<file path="src/design/fdc_pkg.sv">
// constants, register map and field layout of the converter fault and mode control
// assumes one 40 MHz clock and an AXI4-Lite master on the register side
// Notes on behaviour
// - reset low gives shutdown and default registers
// - current ramps; ramp-up pauses out of regulation
// - high level, switching on, no boost: PWM after startup
// - switching off: never 1MHz, skip per enable
// - switching on: high gives 4/1MHz, low per skip
// - boost set forces switching enable to zero
// - overvoltage always forces pulse skipping
// - reading fault register clears fault flags
// - thermistor, timeout and open or short faults not met by a single LED disable stop converter, clear mode fields
// - overvoltage plus low headroom: open LED fault
// - single open LED of two: disable it
// - no open detection in mode 01
// - no open fault in constant-voltage mode
// - short check above current threshold after startup
// - single shorted LED of two: disable it
// - no short detection in mode 01
// - overtemperature stops at once, mode kept
// - overtemperature restarts on cooling, except constant-voltage
// - transmit mask during flash sets flag and txmask_reduce, no stop
// - strobe-length flash past timeout: stop, ramp down
// - timer-length flash sets timeout flag at end
// - undervoltage holds shutdown and default registers
// - thermistor trip when enabled: stop, flag
package fdc_pkg;
  localparam int unsigned CLK_MHZ       = 40;
  localparam int unsigned RAMP_FULL_US  = 500;
  localparam int unsigned RAMP_STEP_CYC = RAMP_FULL_US * CLK_MHZ / 255;
  localparam int unsigned TMO_STEP_US   = 4000;
  localparam int unsigned TMO_STEP_CYC  = TMO_STEP_US * CLK_MHZ;
  localparam int unsigned SHORT_DEB_US  = 10;
  localparam int unsigned SHORT_DEB_CYC = SHORT_DEB_US * CLK_MHZ;
  localparam int unsigned LSB_UA        = 7830;
  localparam int unsigned SHORT_UA      = 27500;
  localparam int unsigned SHORT_B_UA    = 34300;
  localparam logic [7:0]  SHORT_CODE    = 8'((SHORT_UA + LSB_UA - 1) / LSB_UA);
  localparam logic [7:0]  SHORT_CODE_B  = 8'((SHORT_B_UA + LSB_UA - 1) / LSB_UA);
  localparam logic [7:0]  HIGH_LEVEL    = 8'h40;

  localparam logic [7:0] ADDR_CTRL    = 8'h00;
  localparam logic [7:0] ADDR_LEVEL   = 8'h04;
  localparam logic [7:0] ADDR_TIMEOUT = 8'h08;
  localparam logic [7:0] ADDR_FAULT   = 8'h0c;
  localparam logic [7:0] ADDR_STATUS  = 8'h10;

  localparam logic [1:0] MODE_OFF   = 2'h0;
  localparam logic [1:0] MODE_PWM   = 2'h1;
  localparam logic [1:0] MODE_TORCH = 2'h2;
  localparam logic [1:0] MODE_FLASH = 2'h3;
  localparam logic [1:0] TXM_OFF    = 2'h0;
  localparam logic [1:0] TXM_MASK   = 2'h1;

  localparam int F_OPEN  = 0;
  localparam int F_SHORT = 1;
  localparam int F_HOT   = 2;
  localparam int F_TXM   = 3;
  localparam int F_TMO   = 4;
  localparam int F_NTC   = 5;
  localparam int NFLT    = 6;

  localparam logic [1:0] RESP_OKAY   = 2'h0;
  localparam logic [1:0] RESP_SLVERR = 2'h2;
endpackage

</file>
<file path="src/design/fdc_ctrl.sv">
// converter mode selection, protection sequencing and AXI4-Lite registers
// comparator and pin inputs are asynchronous and synchronised here
//
// Decided for this implementation: the AXI4-Lite register port and the placing of the registers.
`timescale 1ns/1ps
module fdc_ctrl #(
  parameter int unsigned TMO_STEP = fdc_pkg::TMO_STEP_CYC
) (
  input  wire logic        mclk,
  input  wire logic        rstn,
  input  wire logic [7:0]  s_axi_awaddr,
  input  wire logic        s_axi_awvalid,
  output logic             s_axi_awready,
  input  wire logic [31:0] s_axi_wdata,
  input  wire logic [3:0]  s_axi_wstrb,
  input  wire logic        s_axi_wvalid,
  output logic             s_axi_wready,
  output logic [1:0]       s_axi_bresp,
  output logic             s_axi_bvalid,
  input  wire logic        s_axi_bready,
  input  wire logic [7:0]  s_axi_araddr,
  input  wire logic        s_axi_arvalid,
  output logic             s_axi_arready,
  output logic [31:0]      s_axi_rdata,
  output logic [1:0]       s_axi_rresp,
  output logic             s_axi_rvalid,
  input  wire logic        s_axi_rready,
  input  wire logic        strobe_pin,
  input  wire logic        txmask_pin,
  input  wire logic        vout_over,
  input  wire logic [1:0]  low_headroom,
  input  wire logic [1:0]  below_short,
  input  wire logic        die_hot,
  input  wire logic        die_cooled,
  input  wire logic        thermistor_trip,
  input  wire logic        vin_under,
  input  wire logic        out_of_reg,
  output logic             dcdc_en,
  output logic [1:0]       source_en,
  output logic [7:0]       first_led_level,
  output logic [7:0]       second_led_level,
  output logic             allow_1mhz,
  output logic             skip_allowed,
  output logic             skip_force,
  output logic             txmask_reduce
);
  import fdc_pkg::*;

  localparam int NSYNC = 12;

  logic [NSYNC-1:0] sy1;
  logic [NSYNC-1:0] sy2;
  logic [NSYNC-1:0] async_in;
  assign async_in = {out_of_reg, vin_under, thermistor_trip, die_cooled, die_hot,
                     below_short, low_headroom, vout_over, txmask_pin, strobe_pin};

  genvar gi;
  generate
    for (gi = 0; gi < NSYNC; gi++) begin : g_sync
      always_ff @(posedge mclk) begin
        if (!rstn) begin
          sy1[gi] <= 1'b0;
          sy2[gi] <= 1'b0;
        end else begin
          sy1[gi] <= async_in[gi];
          sy2[gi] <= sy1[gi];
        end
      end
    end
  endgenerate

  logic       strobe_s, txmask_s, ovp_s, hot_s, cool_s, ntc_s, uvlo_s, oor_s;
  logic [1:0] lowvds_s, short_s;
  assign {oor_s, uvlo_s, ntc_s, cool_s, hot_s, short_s, lowvds_s, ovp_s, txmask_s,
          strobe_s} = sy2;

  // shutdown: reset pin or supply undervoltage
  logic clr;
  assign clr = !rstn || uvlo_s;

  // configuration
  logic [1:0] mode, txm_mode;
  logic       strobe_on, strobe_type, freq_sw, skip_en, boost, const_v, ntc_on, dual;
  logic [7:0] level1, level2, tmo_code;
  logic [NFLT-1:0] fault, evt;
  logic       wr_ctrl, flash_req, rd_fault;

  // bus write channel
  logic        aw_have, w_have;
  logic [7:0]  aw_addr;
  logic [31:0] w_data;
  logic [3:0]  w_strb;
  logic        do_wr;
  assign s_axi_awready = !aw_have && !s_axi_bvalid;
  assign s_axi_wready  = !w_have && !s_axi_bvalid;
  assign do_wr = aw_have && w_have;

  always_ff @(posedge mclk) begin
    if (clr) begin
      aw_have <= 1'b0;
      w_have <= 1'b0;
      aw_addr <= 8'h00;
      w_data <= 32'h0;
      w_strb <= 4'h0;
      s_axi_bvalid <= 1'b0;
      s_axi_bresp <= RESP_OKAY;
    end else begin
      if (s_axi_awvalid && s_axi_awready) begin
        aw_have <= 1'b1;
        aw_addr <= s_axi_awaddr;
      end
      if (s_axi_wvalid && s_axi_wready) begin
        w_have <= 1'b1;
        w_data <= s_axi_wdata;
        w_strb <= s_axi_wstrb;
      end
      if (do_wr) begin
        aw_have <= 1'b0;
        w_have <= 1'b0;
        s_axi_bvalid <= 1'b1;
        s_axi_bresp <= (aw_addr == ADDR_CTRL || aw_addr == ADDR_LEVEL ||
                        aw_addr == ADDR_TIMEOUT) ? RESP_OKAY : RESP_SLVERR;
      end else if (s_axi_bready) begin
        s_axi_bvalid <= 1'b0;
      end
    end
  end

  assign wr_ctrl   = do_wr && aw_addr == ADDR_CTRL && w_strb[0];
  assign flash_req = wr_ctrl && w_data[1:0] == MODE_FLASH && !w_data[4];

  // protection and flash state
  logic       hot_hold, flash_on, started;
  logic [1:0] led_off;
  logic [31:0] tmo_cnt;
  logic       strobe_d, strobe_rise, tmo_hit, run, all_stop;
  logic [1:0] open_evt, short_evt, single_ok;
  logic [7:0] tgt1, tgt2;

  assign strobe_rise = strobe_s && !strobe_d;
  assign tmo_hit = flash_on && tmo_cnt >= ({24'h0, tmo_code} + 32'h1) * TMO_STEP;
  assign run = mode != MODE_OFF && !hot_hold && led_off != 2'b11 &&
               (mode != MODE_FLASH || flash_on);

  // per LED fault detection
  logic [8:0] short_cnt [2];
  logic [1:0] led_over;
  assign led_over[0] = first_led_level > (boost ? SHORT_CODE_B : SHORT_CODE);
  assign led_over[1] = second_led_level > (boost ? SHORT_CODE_B : SHORT_CODE);
  generate
    for (gi = 0; gi < 2; gi++) begin : g_led
      assign open_evt[gi] = source_en[gi] && ovp_s && lowvds_s[gi] &&
                            mode != MODE_PWM && !const_v;
      assign short_evt[gi] = short_cnt[gi] == 9'(SHORT_DEB_CYC) && mode != MODE_PWM;
      assign single_ok[gi] = dual && !led_off[1-gi] && !open_evt[1-gi] &&
                             !short_evt[1-gi];
      always_ff @(posedge mclk) begin
        if (clr || !short_s[gi] || !started || !source_en[gi] || mode == MODE_PWM ||
            !led_over[gi]) begin
          short_cnt[gi] <= 9'h0;
        end else if (!short_evt[gi]) begin
          short_cnt[gi] <= short_cnt[gi] + 9'h1;
        end
      end
    end
  endgenerate

  logic ntc_evt;
  assign ntc_evt = ntc_on && ntc_s && run;
  assign all_stop = ntc_evt || ((open_evt[0] || short_evt[0]) && !single_ok[0]) ||
                    ((open_evt[1] || short_evt[1]) && !single_ok[1]);

  always_comb begin
    evt = '0;
    evt[F_OPEN]  = |open_evt;
    evt[F_SHORT] = |short_evt;
    evt[F_HOT]   = hot_s && !hot_hold;
    evt[F_TXM]   = flash_on && txm_mode == TXM_MASK && txmask_s;
    evt[F_TMO]   = tmo_hit;
    evt[F_NTC]   = ntc_evt;
  end

  // configuration registers; thermistor, timeout and open or short faults not met by a single LED disable clear mode fields
  always_ff @(posedge mclk) begin
    if (clr) begin
      {mode, txm_mode} <= {MODE_OFF, TXM_OFF};
      {strobe_on, strobe_type, freq_sw, skip_en, boost, const_v, ntc_on, dual} <= 8'h00;
      level1 <= 8'h00;
      level2 <= 8'h00;
      tmo_code <= 8'h00;
    end else begin
      if (wr_ctrl) begin
        mode <= w_data[1:0];
        txm_mode <= w_data[3:2];
        strobe_on <= w_data[4];
        strobe_type <= w_data[5];
        freq_sw <= w_data[6] && !(w_strb[1] ? w_data[8] : boost);
        skip_en <= w_data[7];
      end
      if (do_wr && aw_addr == ADDR_CTRL && w_strb[1]) begin
        boost <= w_data[8];
        const_v <= w_data[9];
        ntc_on <= w_data[10];
        dual <= w_data[11];
        if (w_data[8]) begin
          freq_sw <= 1'b0;
        end
      end
      if (do_wr && aw_addr == ADDR_LEVEL) begin
        if (w_strb[0]) level1 <= w_data[7:0];
        if (w_strb[1]) level2 <= w_data[15:8];
      end
      if (do_wr && aw_addr == ADDR_TIMEOUT && w_strb[0]) begin
        tmo_code <= w_data[7:0];
      end
      if (all_stop || tmo_hit) begin
        mode <= MODE_OFF;
        txm_mode <= TXM_OFF;
      end
    end
  end

  // flash timer
  always_ff @(posedge mclk) begin
    if (clr) begin
      flash_on <= 1'b0;
      tmo_cnt <= 32'h0;
      strobe_d <= 1'b0;
    end else begin
      strobe_d <= strobe_s;
      if (!flash_on) begin
        tmo_cnt <= 32'h0;
        flash_on <= flash_req || (mode == MODE_FLASH && strobe_on && strobe_rise);
      end else if (tmo_hit || all_stop || mode != MODE_FLASH || hot_hold ||
                   (strobe_on && strobe_type && !strobe_s)) begin
        flash_on <= 1'b0;
        tmo_cnt <= 32'h0;
      end else begin
        tmo_cnt <= tmo_cnt + 32'h1;
      end
    end
  end

  // overtemperature hold and per LED disable
  always_ff @(posedge mclk) begin
    if (clr) begin
      hot_hold <= 1'b0;
      led_off <= 2'b00;
    end else begin
      if (hot_s) begin
        hot_hold <= 1'b1;
      end else if (hot_hold && cool_s && (!const_v || wr_ctrl)) begin
        hot_hold <= 1'b0;
      end
      if (wr_ctrl) begin
        led_off <= 2'b00;
      end
      for (int i = 0; i < 2; i++) begin
        if ((open_evt[i] || short_evt[i]) && single_ok[i]) begin
          led_off[i] <= 1'b1;
        end
      end
    end
  end

  // fault flags: new events win over the clearing read
  always_ff @(posedge mclk) begin
    if (clr) begin
      fault <= '0;
    end else begin
      fault <= (rd_fault ? '0 : fault) | evt;
    end
  end

  // source enables and soft ramp
  logic [6:0] ramp_div;
  logic       ramp_tick;
  assign ramp_tick = ramp_div == 7'(RAMP_STEP_CYC - 1);
  assign tgt1 = !source_en[0] ? 8'h00 : (mode == MODE_FLASH ? level1 : {2'b00, level1[5:0]});
  assign tgt2 = !source_en[1] ? 8'h00 : (mode == MODE_FLASH ? level2 : {2'b00, level2[5:0]});

  function automatic logic [7:0] ramp_step(input logic [7:0] cur, input logic [7:0] tgt,
                                           input logic hold_up);
    if (cur < tgt && !hold_up) return cur + 8'h01;
    if (cur > tgt) return cur - 8'h01;
    return cur;
  endfunction

  always_ff @(posedge mclk) begin
    if (clr) begin
      dcdc_en <= 1'b0;
      source_en <= 2'b00;
      first_led_level <= 8'h00;
      second_led_level <= 8'h00;
      ramp_div <= 7'h0;
      started <= 1'b0;
    end else begin
      dcdc_en <= run && !all_stop && !hot_s;
      source_en <= (run && !all_stop && !hot_s) ? ~led_off & ~(open_evt | short_evt) : 2'b00;
      ramp_div <= ramp_tick ? 7'h0 : ramp_div + 7'h1;
      if (all_stop || hot_s || hot_hold) begin
        first_led_level <= 8'h00;
        second_led_level <= 8'h00;
      end else if (ramp_tick) begin
        first_led_level <= ramp_step(first_led_level, tgt1, oor_s);
        second_led_level <= ramp_step(second_led_level, tgt2, oor_s);
      end
      if (!dcdc_en) begin
        started <= 1'b0;
      end else if (first_led_level == tgt1 && second_led_level == tgt2) begin
        started <= 1'b1;
      end
    end
  end

  // switching regime
  logic hi_load, fs_hi;
  assign hi_load = level1 >= HIGH_LEVEL || level2 >= HIGH_LEVEL;
  assign fs_hi = freq_sw && !boost && hi_load;
  always_ff @(posedge mclk) begin
    if (clr) begin
      allow_1mhz <= 1'b0;
      skip_allowed <= 1'b0;
      skip_force <= 1'b0;
      txmask_reduce <= 1'b0;
    end else begin
      allow_1mhz <= fs_hi;
      skip_allowed <= fs_hi ? !started : skip_en;
      skip_force <= ovp_s;
      txmask_reduce <= flash_on && txm_mode == TXM_MASK && txmask_s;
    end
  end

  // bus read channel
  assign s_axi_arready = !s_axi_rvalid;
  assign rd_fault = s_axi_arvalid && s_axi_arready && s_axi_araddr == ADDR_FAULT;
  always_ff @(posedge mclk) begin
    if (clr) begin
      s_axi_rvalid <= 1'b0;
      s_axi_rdata <= 32'h0;
      s_axi_rresp <= RESP_OKAY;
    end else if (s_axi_arvalid && s_axi_arready) begin
      s_axi_rvalid <= 1'b1;
      s_axi_rresp <= RESP_OKAY;
      case (s_axi_araddr)
        ADDR_CTRL:    s_axi_rdata <= {20'h0, dual, ntc_on, const_v, boost, skip_en,
                                      freq_sw, strobe_type, strobe_on, txm_mode, mode};
        ADDR_LEVEL:   s_axi_rdata <= {16'h0, level2, level1};
        ADDR_TIMEOUT: s_axi_rdata <= {24'h0, tmo_code};
        ADDR_FAULT:   s_axi_rdata <= {26'h0, fault};
        ADDR_STATUS:  s_axi_rdata <= {8'h0, second_led_level, first_led_level, 1'b0,
                                      skip_allowed, allow_1mhz, hot_hold, led_off,
                                      started, dcdc_en};
        default: begin
          s_axi_rdata <= 32'h0;
          s_axi_rresp <= RESP_SLVERR;
        end
      endcase
    end else if (s_axi_rready) begin
      s_axi_rvalid <= 1'b0;
    end
  end

  // checks
  a_fault_read_clr: assert property (@(posedge mclk) disable iff (clr)
    rd_fault && evt == '0 |=> fault == '0) else $error("fault not cleared by read");
  a_set_wins_read: assert property (@(posedge mclk) disable iff (clr)
    rd_fault |=> &(fault | ~$past(evt))) else $error("fault lost on read");
  a_boost_fs_off: assert property (@(posedge mclk) disable iff (clr)
    boost |-> !freq_sw) else $error("switching enabled with boost");
  a_no_1mhz_off: assert property (@(posedge mclk) disable iff (clr)
    !freq_sw ##1 !$past(clr) |-> !allow_1mhz) else $error("1MHz with switching off");
  a_ovp_skip_on: assert property (@(posedge mclk) disable iff (clr)
    ovp_s |=> skip_force) else $error("no skip on overvoltage");
  a_ntc_stop: assert property (@(posedge mclk) disable iff (clr)
    ntc_evt |=> !dcdc_en && fault[F_NTC] && mode == MODE_OFF)
    else $error("no thermistor stop");
  a_hot_keep_mode: assert property (@(posedge mclk) disable iff (clr)
    hot_s && !all_stop && !wr_ctrl && !tmo_hit |=> !dcdc_en && $stable(mode))
    else $error("overtemp");
  a_pwm_no_open: assert property (@(posedge mclk) disable iff (clr)
    mode == MODE_PWM |-> !evt[F_OPEN] && !evt[F_SHORT]) else $error("fault in mode 01");
  a_ramp_pause: assert property (@(posedge mclk) disable iff (clr)
    oor_s && ramp_tick && first_led_level < tgt1 && !hot_s && !all_stop |=>
    first_led_level == $past(first_led_level)) else $error("ramp not paused");
  a_uvlo_shut: assert property (@(posedge mclk)
    uvlo_s ##1 uvlo_s |-> mode == MODE_OFF && !dcdc_en) else $error("active in undervoltage");

  c_flash_tmo: cover property (@(posedge mclk) disable iff (clr) tmo_hit);
  c_single_off: cover property (@(posedge mclk) disable iff (clr) led_off == 2'b01 && dcdc_en);
  c_hot_restart: cover property (@(posedge mclk) disable iff (clr) hot_hold ##1 !hot_hold);
  c_txmask: cover property (@(posedge mclk) disable iff (clr) evt[F_TXM] ##1 dcdc_en);
endmodule

</file>
<file path="config.mk">
export PLATFORM = sky130hd
export DESIGN_NAME = fdc_ctrl
export DESIGN_NICKNAME = d
export VERILOG_FILES = /design/src/design/fdc_pkg.sv /design/src/design/fdc_ctrl.sv
export SDC_FILE = /design/constraint.sdc
export NUM_CORES = 1
export LEC_CHECK = 0
export ABC_AREA = 1
export BUFFER_PORTS_ARGS = -buffer_cell sky130_fd_sc_hd__buf_2
export CORE_MARGIN = 10
export CORE_UTILIZATION = 60
export DETAILED_ROUTE_END_ITERATION = 10
export MAX_ROUTING_LAYER = met4
export PLACE_DENSITY = 0.81
export SLEW_MARGIN = 20
export SYNTH_ARGS = -nofsm -noshare
export SYNTH_HDL_FRONTEND = slang
export SYNTH_SLANG_ARGS = --single-unit
</file>
<file path="constraint.sdc">
create_clock -name mclk -period 12.15 [get_ports mclk]
set_input_delay 0 -clock mclk [delete_from_list [all_inputs] [get_ports mclk]]
set_output_delay 0 -clock mclk [all_outputs]
set_load 0.05 [all_outputs]
</file>
==> impl_metrics.py <==
metrics = {
    "yosys": {
        "synthArstFlopShare": 0,
        "synth-main-ff-cell": "dfxtp_1",
        "synth_seq_cells": 208,
        "yosysTopAreaCell": "dfxtp_1",
        "ys_warn_count": 0,
        "synth_edf_count": 18,
        "synth_top_area_share": 0.318,
        "ys_types": 51,
        "yosysSeqAreaShare": 0.363,
        "avgSynthCellArea_um2": 7.34,
        "syn_inst": 1632,
        "syn-cell-area_um2": 12000,
        "yosys-top-cells-area": "dfxtp_1 32%, nand2_1 11%, ha_1 9.5%, inv_1 7.6%, nor2_1 5.2%",
    },
    "setup_path": {
        "critPathLaunch": "tmo_code[1]",
        "slowest_stage": "nand3_2",
        "required_ns": 12.55,
        "path_depth": 31,
        "rrSetupSlack_ns": 5.07,
        "worstReg2RegEnd": "tmo_cnt[1]",
        "reg2reg_depth": 31,
        "rr_startpoint": "tmo_code[1]",
        "arrival_ns": 7.48,
        "path_delay_family": "adder cells",
        "crit_path_frequent_cell": "nand2_1",
        "cp_num_buf_inv": 6,
        "cp_slowest_stage_delay_ns": 0.70,
        "endpoint": "tmo_cnt[1]",
        "cp-start-kind": "flop",
        "worstSetupEndpointType": "flop",
        "critPathKind": "reg -> reg",
        "worstPathMaxFanout": 29,
    },
    "cells_and_area": {
        "nets": 1953,
        "drive_above_1_share": 0.103,
        "areaGrowthSynthToFinish_pct": 16.1,
        "antenna_cells": 0,
        "finish.instance_area_um2": 13900,
        "instances_no_fill": 2058,
    },
    "floorplanning": {
        "core_um2": 19500,
        "row_count": 51,
        "die_w_um": 161,
        "ioPinCount": 135,
        "fp.dieH_um": 161,
        "die_area_um2": 26000,
        "initial_core_util": 0.613,
    },
    "clocking": {
        "cts_root_buf": "clkbuf_16",
        "cts.sinks": 208,
        "cts_buffers": 22,
        "cts_resized": 0,
        "path_clk_slew_ns": 0.06,
        "clockBufferDepth": 3,
        "clock_latency_ns": 0.52,
        "htree_levels": 1,
        "cts_tree": "yes",
    },
    "power": {
        "finalPower_mw": 1.51,
        "ir_worst_vdd_mv": 0.115,
        "power.density_nw_per_um2": 108,
        "leakage_nw": 6.35,
    },
    "place": {
        "place_hpwl_mm": 22.7,
        "port_buffers": 106,
        "place_congestion": 0.902,
        "postPlaceCellArea_um2": 12600,
        "dp_cells": 1965,
    },
    "route": {
        "ant_nets": 0,
        "drt-initial-drc-count": 965,
        "viasPerCell": 5.38,
        "drc": 0,
        "drtPass1Iterations": 7,
        "avgRoutedWirePerCell_um": 15.6,
        "wl_mm": 32.2,
        "dr_total_vias": 11100,
    },
    "hold_path": {
        "hold_path_class": "in -> reg",
        "holdCritStartpoint": "s_axi_araddr[2]",
    },
    "sta": {
        "worstMarginPinSlew_ns": 1.07,
        "relSlewSlack": 0.279,
        "holdWs_ns": 0.0166,
        "final_hold_viol_count": 0,
        "skew_ns": 0.0256,
        "max_freq_ghz": 0.141,
        "post-route-min-period_ns": 7.08,
        "finalCritPeriodShare": 0.582,
        "setup_viol": 0,
        "slew_viol_final": 0,
        "tns_ns": 0,
        "rsz0062_at_grt": "false",
    },
    "global_route": {
        "antenna_found_initial": 0,
        "grt_pass1_wl_mm": 52.7,
        "gr-total-overflow": 0,
        "grt_use_total": 0.246,
        "grt_max_degree": 72,
        "grt_pass1_vias": 10600,
    },
    "outcome": {
        "status": "finished, final reports clean",
    },
    "job": {
        "max-cap-violations": 0,
    },
}
## kinds of logic after synthesis
kind of cell,count (synthesis),synth area share
compound gates,241,0.105
fa+ha+maj,104,0.117
other cells,1,0.000313
simple gates,704,0.260
xor+xnor,76,0.0556
buf+inv,298,0.0995
flops,208,0.363
## power by group
group          internal (mW)  leakage [nW]  switching [mW]  total, mW
Sequential             0.707          1.77          0.0116      0.719
Combinational         0.0343          4.22          0.0737      0.108
Clock                  0.402         0.367           0.280      0.682
## cell type report
| cell class | instances | area, µm² |
|---|---|---|
| Multi-Input combinational cell | 1139 | 6490 |
| Sequential cell | 208 | 4340 |
| Inverter | 246 | 925 |
| Timing Repair Buffer | 161 | 1080 |
| Fill cell | 1564 | 5620 |
| Clock inverter | 10 | 118 |
| Clock buffer | 29 | 617 |
| Tap cell | 265 | 332 |
## synth_stat cells, types with 7 or more instances
| cell | number |
|---|---|
| nand2_1 | 346 |
| xor2_1 | 56 |
| nor2_1 | 165 |
| dfxtp_1 | 190 |
| nand3_2 | 8 |
| buf_4 | 11 |
| inv_1 | 241 |
| xnor2_1 | 20 |
| nor3b_1 | 7 |
| nor3_1 | 34 |
| ha_1 | 91 |
| a21oi_1 | 123 |
| fa_1 | 13 |
| o21ai_0 | 92 |
| edfxtp_1 | 18 |
| nand4_1 | 25 |
| nor2_4 | 10 |
| nand3_1 | 85 |
| clkbuf_1 | 29 |
## flip-flops by register name, summed over array words and instances (netlist names), 2 cells and up
name	count
aw_addr	8
fault	6
first_led_level	8
led_off	2
level1	8
level2	8
lowvds_s	2
mode	2
ramp_div	7
s_axi_rdata	24
second_led_level	8
short_cnt	18
short_s	2
source_en	2
sy1	12
tmo_cnt	32
tmo_code	8
txm_mode	2
w_data	16
w_strb	2
## per-stage QoR
step           worst slack (ns)   util
6_report                   5.07  0.712
3_3_place_gp               5.38  0.647
2_1_floorplan              6.49      -
5_1_grt                    4.53  0.712
4_1_cts                    5.16  0.712
3_5_place_dp               5.21  0.647
## tightest hold or removal path: stages
cell and delay [ns]:
buf_2 0.11, inv_1 0.11, nor2_1 0.06, nand3_1 0.05
nand2_1 0.05, nand2_1 0.05, a21oi_1 0.05
## worst min-delay path by stage
stage,end,slack [ns],cells past startpoint
after global routing,s_axi_rdata[4],0.07,7
after floorplan,sy1[0],0.1,2
after global placement,sy1[11],0.18,3
final,s_axi_rdata[4],0.02,7
after detailed placement,sy1[6],0.18,3
after CTS,s_axi_rdata[4],0.02,7
## timing repair
action,4_1_cts,5_1_grt
endpoints found under the hold margin,54,0
buffers inserted,0,0
hold buffers,54,0
## layout by cell type, fill, tap and decap left out, types with 3 or more instances in the layout
cell / n
nand2_1: 346
inv_1: 241
dfxtp_1: 190
nor2_1: 165
a21oi_1: 123
buf_2: 106
o21ai_0: 92
ha_1: 91
nand3_1: 85
xor2_1: 56
dlygate4sd3_1: 54
nor3_1: 34
nand4_1: 25
clkbuf_16: 22
xnor2_1: 20
edfxtp_1: 18
conb_1: 14
fa_1: 13
nor2_4: 10
nand3_2: 8
nor3b_1: 7
nand2_2: 6
clkinv_2: 5
a31oi_1: 5
or2_2: 4
o22ai_1: 4
o21a_1: 4
clkbuf_8: 4
o211ai_1: 3
a21o_1: 3
inv_2: 3
clkbuf_1: 3
## routing by layer
metal	routed length, µm	up-vias	global-route usage
met4	755	0	0.0662
li1	-	5486	-
met5	0	-	-
met3	2180	62	0.0313
met1	13900	5107	0.312
met2	15300	427	0.409
Power figures use the tool's default switching activity.
